## src/hdl/ppic_defines.vh

```
// constants for the pulse pair interval capture console block
// assumes a 40 MHz system clock; times are kept in their printed units
`ifndef PPIC_DEFINES_VH
`define PPIC_DEFINES_VH

`define PPIC_CLK_MHZ         40
`define PPIC_WDOG_SHORT_MS   7
`define PPIC_WDOG_LONG_MS    14
`define PPIC_WDOG_SHORT_CYC  (`PPIC_WDOG_SHORT_MS * 1000 * `PPIC_CLK_MHZ)
`define PPIC_WDOG_LONG_CYC   (`PPIC_WDOG_LONG_MS * 1000 * `PPIC_CLK_MHZ)
`define PPIC_PAIRS_PER_FRAME 15
`define PPIC_CNT_W           19
`define PPIC_DEF_FRAMES      16
`define PPIC_WATER_SLOT      4'h1
`define PPIC_CLASS_TEMP      2'h0
`define PPIC_CLASS_WATER     2'h1
`define PPIC_CLASS_PROD      2'h2

`endif
```

## src/hdl/ppic_capture.v

```verilog
// pulse pair interval capture: console side logic for a level probe
// gate, interval counter, pause watchdog, slot tracking and per-reading sums
// assumes pulse_in is an asynchronous discriminator output, high while a pulse is seen
// assumes long_probe is a static setting from logic on the same clock
`timescale 1ns/1ps
`include "ppic_defines.vh"

// How it works
// - time events on pulse leading edge
// - gate opens first pulse, closes second
// - gate close tells host data ready
// - every pulse restarts the watchdog
// - watchdog expiry 7 or 14 ms
// - after expiry record fifteen pairs by slot
// - align only by watchdog timeout
// - counter wide enough for longest pair
// - clock rate sets count resolution
// - sort pairs, accumulate over frames
// - several frames form one reading
// - allow one extra frame to synchronise
module ppic_capture #(
    parameter CNT_W      = `PPIC_CNT_W,           // interval counter width
    parameter ACC_W      = 32,                    // accumulator width
    parameter WDOG_SHORT = `PPIC_WDOG_SHORT_CYC,  // timeout cycles, short probes
    parameter WDOG_LONG  = `PPIC_WDOG_LONG_CYC,   // timeout cycles, long probes
    parameter FRAMES     = `PPIC_DEF_FRAMES       // frames per reading
) (
    input  wire             clk,           // 40 MHz console clock
    input  wire             rstn,          // async active low reset
    input  wire             pulse_in,      // discriminated probe pulse, async
    input  wire             long_probe,    // selects the long watchdog timeout
    output reg              gate,          // high while interval counter runs
    output reg              pair_valid,    // one-cycle pulse: pair_count ready
    output reg  [CNT_W-1:0] pair_count,    // captured interval in clocks
    output reg  [3:0]       pair_slot,     // slot index 0..14 of captured pair
    output reg  [1:0]       pair_class,    // temp, water or product
    output reg              in_sync,       // a pause has been seen since the last full frame of fifteen pairs
    output reg              frame_err,     // one-cycle pulse: partial frame dropped
    output reg              reading_done,  // one-cycle pulse: accumulators valid
    output reg  [ACC_W-1:0] acc_prod,      // product sum over frames
    output reg  [ACC_W-1:0] acc_water,     // water sum over frames
    output reg  [ACC_W-1:0] acc_temp       // all temperature pairs summed
);

    localparam WD_W = 32;

    // both timeout limits held at the watchdog width so the compare is width matched
    localparam [WD_W-1:0] WD_SHORT_L = WDOG_SHORT;
    localparam [WD_W-1:0] WD_LONG_L  = WDOG_LONG;

    // class of a slot: slot 0 is reading 1 (even pair in the frame numbering)
    // slot 1 carries water, the other odd slots product, even slots temperature
    function [1:0] slot_class;
        input [3:0] s;
        begin
            if (s == `PPIC_WATER_SLOT)
                slot_class = `PPIC_CLASS_WATER;
            else if (s[0])
                slot_class = `PPIC_CLASS_PROD;
            else
                slot_class = `PPIC_CLASS_TEMP;
        end
    endfunction

    // synchroniser and edge detector stages
    reg              rst_m_q;   // reset release, first stage
    reg              rst_s_q;   // reset release, second stage
    reg              p_m_q;     // pulse sync, first stage
    reg              p_s_q;     // pulse sync, second stage
    reg              p_d_q;     // delayed copy for the edge detector
    // timers, slot index and running sums
    reg [WD_W-1:0]   wd_q;      // pulse silence counter
    reg [CNT_W-1:0]  cnt_q;     // interval counter
    reg [3:0]        slot_q;    // slot of the pair now being timed
    reg [7:0]        frm_q;     // frames summed so far
    reg [ACC_W-1:0]  sp_q;      // product running sum
    reg [ACC_W-1:0]  sw_q;      // water running sum
    reg [ACC_W-1:0]  st_q;      // temperature running sum
    // decoded events
    wire             rst_n  = rst_s_q;
    wire             edge_p = p_s_q & ~p_d_q;
    wire [WD_W-1:0]  wd_lim = long_probe ? WD_LONG_L : WD_SHORT_L;
    // greater or equal: after a long to short switch the count may already be past
    wire             expire = (wd_q >= wd_lim);
    wire [ACC_W-1:0] cnt_x  = {{(ACC_W-CNT_W){1'b0}}, cnt_q};

    // reset release synchroniser
    // everything below resets from the second stage, so release lands on one edge
    always @(posedge clk or negedge rstn) begin
        if (!rstn) begin
            rst_m_q <= 1'b0;
            rst_s_q <= 1'b0;
        end else begin
            rst_m_q <= 1'b1;
            rst_s_q <= rst_m_q;
        end
    end

    // pulse input synchroniser; the third stage feeds only the edge detector
    // a pulse narrower than one clock can slip between samples and be missed
    always @(posedge clk or negedge rst_n) begin
        if (!rst_n) begin
            p_m_q <= 1'b0;
            p_s_q <= 1'b0;
            p_d_q <= 1'b0;
        end else begin
            p_m_q <= pulse_in;
            p_s_q <= p_m_q;
            p_d_q <= p_s_q;   // leading edge only; width of the pulse is ignored
        end
    end

    // watchdog: holds at the limit, so expire stays high for the rest of the silence
    // every synced leading edge restarts it, start and stop pulse alike
    always @(posedge clk or negedge rst_n) begin
        if (!rst_n)
            wd_q <= {WD_W{1'b0}};
        else if (edge_p)
            wd_q <= {WD_W{1'b0}};
        else if (!expire)
            wd_q <= wd_q + 1'b1;
    end

    // gate, interval counter, slot tracking and frame accumulation
    // slot_q tracks the pair being timed; pair_slot shows the one handed over
    // after fifteen pairs nothing is taken until the next pause, so a stray
    // pulse cannot shift the slot numbering of the next frame
    always @(posedge clk or negedge rst_n) begin
        if (!rst_n) begin
            gate         <= 1'b0;
            cnt_q        <= {CNT_W{1'b0}};
            pair_valid   <= 1'b0;
            pair_count   <= {CNT_W{1'b0}};
            pair_slot    <= 4'h0;
            slot_q       <= 4'h0;
            pair_class   <= `PPIC_CLASS_TEMP;
            in_sync      <= 1'b0;
            frame_err    <= 1'b0;
            reading_done <= 1'b0;
            acc_prod     <= {ACC_W{1'b0}};
            acc_water    <= {ACC_W{1'b0}};
            acc_temp     <= {ACC_W{1'b0}};
            frm_q        <= 8'h00;
            sp_q         <= {ACC_W{1'b0}};
            sw_q         <= {ACC_W{1'b0}};
            st_q         <= {ACC_W{1'b0}};
        end else begin
            pair_valid   <= 1'b0;
            frame_err    <= 1'b0;
            reading_done <= 1'b0;
            // counter free-runs while the gate is open; saturates rather than wraps
            // one count per clk period, so the clock rate sets the resolution
            if (gate && cnt_q != {CNT_W{1'b1}})
                cnt_q <= cnt_q + 1'b1;
            if (expire && wd_q != {WD_W{1'b0}} && !edge_p) begin
                // pause found: only sync source, slots are never timed
                // a pause inside a started frame drops the partial sums
                if (in_sync && (gate || slot_q != 4'h0)) begin
                    frame_err <= 1'b1;
                    sp_q  <= {ACC_W{1'b0}};
                    sw_q  <= {ACC_W{1'b0}};
                    st_q  <= {ACC_W{1'b0}};
                    frm_q <= 8'h00;
                end
                in_sync   <= 1'b1;
                gate      <= 1'b0;
                slot_q    <= 4'h0;
                cnt_q     <= {CNT_W{1'b0}};
            end else if (edge_p && in_sync) begin
                // first pulse of a pair opens the gate
                if (!gate) begin
                    gate  <= 1'b1;
                    cnt_q <= {CNT_W{1'b0}};
                // second pulse closes it and hands the count over with its slot
                end else if (slot_q < `PPIC_PAIRS_PER_FRAME) begin
                    gate       <= 1'b0;
                    pair_valid <= 1'b1;
                    pair_count <= cnt_q;
                    pair_slot  <= slot_q;
                    pair_class <= slot_class(slot_q);
                    case (slot_class(slot_q))
                        `PPIC_CLASS_PROD:  sp_q <= sp_q + cnt_x;
                        `PPIC_CLASS_WATER: sw_q <= sw_q + cnt_x;
                        default:           st_q <= st_q + cnt_x;
                    endcase
                    if (slot_q == `PPIC_PAIRS_PER_FRAME - 1) begin
                        // frame complete: stay out of capture until the next pause
                        slot_q    <= 4'h0;
                        in_sync   <= 1'b0;
                        if (frm_q == FRAMES[7:0] - 8'h01) begin
                            // full reading: hand the sums over and start again
                            reading_done <= 1'b1;
                            acc_prod  <= sp_q + ((slot_class(slot_q) ==
                                         `PPIC_CLASS_PROD) ? cnt_x : {ACC_W{1'b0}});
                            acc_water <= sw_q;
                            acc_temp  <= st_q + ((slot_class(slot_q) ==
                                         `PPIC_CLASS_TEMP) ? cnt_x : {ACC_W{1'b0}});
                            sp_q  <= {ACC_W{1'b0}};
                            sw_q  <= {ACC_W{1'b0}};
                            st_q  <= {ACC_W{1'b0}};
                            frm_q <= 8'h00;
                        end else begin
                            frm_q <= frm_q + 8'h01;
                        end
                    end else begin
                        slot_q <= slot_q + 4'h1;
                    end
                end
            end
        end
    end

endmodule // ppic_capture

```

## config.mk

```make
export PLATFORM = sky130hd
export DESIGN_NAME = ppic_capture
export DESIGN_NICKNAME = d
export VERILOG_FILES = /design/src/hdl/ppic_capture.v
export VERILOG_INCLUDE_DIRS = /design/src /design/src/hdl
export SDC_FILE = /design/constraint.sdc
export NUM_CORES = 1
export LEC_CHECK = 0
export BUFFER_PORTS_ARGS = -buffer_cell sky130_fd_sc_hd__buf_2
export CORE_MARGIN = 2
export CORE_UTILIZATION = 51
export CTS_CLUSTER_DIAMETER = 200
export DETAILED_ROUTE_END_ITERATION = 7
export PLACE_DENSITY = 0.69
export SYNTH_ARGS = -nofsm -noshare
export SYNTH_HDL_FRONTEND = slang
export SYNTH_SLANG_ARGS = --single-unit
```

## constraint.sdc

```tcl
create_clock -name clk -period 25.4 [get_ports clk]
set_input_delay 2.54 -clock clk [delete_from_list [all_inputs] [get_ports clk]]
set_output_delay 2.54 -clock clk [all_outputs]
set_load 0.01 [all_outputs]
```

==> metrics.md <==
| Metric | Value |
|---|---|
| Mapped Cells | between 1500 and 2000 |
| Yosys warnings | 0 |
| Hold WS | ~300 ps |
| All-Layer GR Usage | 0.2596 |
| Seq/Total Area, Yosys | 0.4177 |
| Setup WS pre-CTS | approximately 20000 ps |
| Clk_skew | 14.38 ps |
| Die area | 35560 um2 |
| # IOs | 130 |
| Final setup violation count | 0 |
| Post-CTS Setup Bufs | 0 |
| Worst Slack Setup Final | a little over 20000 ps |
| Period utilization | 0.2049 |
| CTS Buf Count | 34 |
| Die Y | ~190 um |
| Number of cells on the critical path | 12 |
| Pleak | around 0.01 uW |
| Routed length per instance | roughly 18 um |
| First-pass GRT wire length | between 70000 and 80000 um |
| # resized after CTS | 0 |
| Crit-path max FO | 91 |
| Clk sinks | between 200 and 300 |
| Worst hold path type | flip-flop to asynchronous set/reset pin |
| Least-Margin Pin Slew | between 1000 and 1500 ps |
| Worst R2R Start | slot_q[1] |
| WS Path Type | input pin to flip-flop |
| Worst skew pair latency | around 550 ps |
| CTS Hold Bufs | 0 |
| Min Tclk post-route | between 5000 and 6000 ps |
| Pre-antenna DRT Iters | 5 |
| Max IR drop VDD | 57.10 uV |
| #FFs+latches synth | 290 |
| Post-synth top cells | nand2_1, dfrtp_1, o21ai_0 |
| Area Growth Syn to Fin | 12.80% |
| Fmax achieved | ~190 MHz |
| Post-synth ARST share | 1.000 |
| Antenna-violating nets left | 0 |
| Reg2reg path depth | 12 |
| Placed instance count | approximately 2500 |
| Reg2reg end | acc_prod[27] |
| CTS root buf | clkbuf_16 |
| DRC | 0 |
| Worst-path cell chain | buf_2 -> inv_1 -> ha_1 -> nand3_1 -> nor4_1 -> a211oi_2 -> o21bai_4 -> a21o_1 -> a21oi_4 -> buf_4 -> nor2_2 -> nor2_1 |
| Yosys cell types | 77 |
| CTS tree | built |
| H-tree Lvls | 2 |
| Run status | complete, no violations |
| IO Port Bufs | between 100 and 150 |
| Max stage delay on crit path | approximately 700 ps |
| Syn Area/Cell | between 8 and 9 um2 |
| Row count | 67 |
| RePlAce Congestion | approximately 0.88 |
| Share of cells above drive strength 1 | 0.1111 |
| Yosys top cell by area | dfrtp_1 |
| CP Data Required Time | about 26000 ps |
| Vias in the first global route | around 14000 |
| Worst reg-to-reg setup slack | about 21000 ps |
| Fin. max-slew vios | 0 |
| Core region area | roughly 34000 um2 |
| Worst setup SP type | input pin |
| Initial antenna violation count | 1 |
| Final WL | 45750 um |
| Layout Utilization | 0.5845 |
| WP buf/inv | 3 |
| Largest net degree at the start of global routing | roughly 170 |
| Top post-synthesis cells by area | dfrtp_1, ha_1, nand2_1, o21ai_0, xor2_1 |
| CP max stage cell | nor2_2 |
| Crit. End Element | flip-flop |
| Post-synth top area share | 0.4177 |
| Top-count cell post-synth | nand2_1 |
| CP startpoint | long_probe |
| Iteration-0 DRC Markers | around 1100 |
| WP data arrival | approximately 5600 ps |
| Die width | 188.6 um |
| Max_slew headroom | 0.2816 |
| Critical Path End | st_q[14] |
| Vias | ~15000 |
| # diodes | 0 |
| Layout net count | around 2200 |
| Vias/cell | 5.896 |
| Mapped Area | approximately 17000 um2 |
| Reg clk slew, reported paths | approximately 60 ps |
| Initial cell density of the core | 0.5181 |
| Final hold vios | 0 |
| Non-Filler Instances | 2519 |
| Top Family by Delay on Critical Path | simple AND/OR/NAND/NOR gates |
| Mapped Nets | slightly above 2000 |
| CTS max path bufs | 3 |
| Max Cap Viol | 0 |
| Post-DP HPWL | approximately 31000 um |
| Total gr overflow | 0 |
| Pwr dens | 66.98 nW/um2 |
| Final TNS setup | 0 ps |
| RSZ-0062 raised after global routing | false |
| Post-synth EDFFs | 0 |
| Top FF cell, synth | dfrtp_1 |
[logic make-up after synthesis]
kind of cell,share of synthesized area
AOI/OAI and AO/OA,0.1961
xor gates and xnor gates,0.06251
adders and majority gates,0.08282
buffers and inverters,0.02686
DFF,0.4177
muxes,0.01383
other,0.0002158
and+or+nand+nor,0.2000
[cell usage in the layout, fill, tap and decap left out, drive strengths merged, types with 18 or more instances in the layout]
master / count
a21o: 41
a21oi: 109
a22o: 26
and3: 46
buf: 150
clkbuf: 45
dfrtp: 290
ha: 107
inv: 41
mux2i: 24
nand2: 328
nand3: 49
nand4: 18
nor2: 132
nor2b: 40
nor3: 30
nor4: 23
o21ai: 179
o21bai: 33
o31ai: 22
or3: 22
xnor2: 55
xor2: 69
[state kept, by name (all words and copies together), names as in the netlist, 2 cells and up]
signal and count:
acc_prod 32, acc_temp 32, acc_water 32, sp_q 32
st_q 32, sw_q 32, wd_q 32, cnt_q 19
pair_count 19, frm_q 8, pair_slot 4, slot_q 4
pair_class 2
[final cells by class]
class / instances / area (um2)
clock buffer: 45 / 932.1
clock inverter: 17 / 216.5
fill: 3046 / 13930
inverter: 39 / 146.4
multi-input combinational: 1530 / 9667
sequential: 290 / 7261
tap: 448 / 560.5
timing repair buffer: 150 / 815.8
[power by group]
group	switching (uW)	total (uW)	leakage, uW	internal (uW)
Clock	205	507	0.000561	302
Combinational	172	268	0.00521	96.3
Sequential	45.5	537	0.00399	492
[worst register-to-register path: stages, from the launching register on]
cell       delay, ps
dfrtp_1          480
or3_1            670
nand2_1          500
nor2_1           150
ha_1             320
a211oi_1         260
nor2_1           120
a211o_1          340
a2111oi_0        780
o21ai_1          390
nand3_1          180
xor2_1           200
o21ai_0           90
[through the flow]
stage	total power (uW)	instance area (um2)
after global routing	1377	19600
after detailed placement	809.8	18450
after global placement	800.2	18450
final	1313	19600
after floorplan	727.9	17370
after CTS	1320	19600
[per-layer routing]
layer	vias up	GRT usage	wire length [um]
met1	7190	0.3506	20580
met5	-	0	0
met4	0	0.09315	1604
met2	399	0.4187	20930
met3	104	0.04861	2629
li1	7159	-	-
[worst min-delay path by stage]
stage | startpoint | to | slack [ps] | depth (start not counted)
after floorplan | p_m_q | p_s_q | 330 | 0
after global placement | rst_n | acc_water[12] | 320 | 0
after detailed placement | rst_n | acc_water[12] | 320 | 0
after CTS | rst_n | acc_water[11] | 330 | 0
after global routing | rst_n | acc_water[10] | 360 | 0
final | rst_n | acc_water[11] | 300 | 0
No activity file was read; power rests on OpenSTA's default activity.
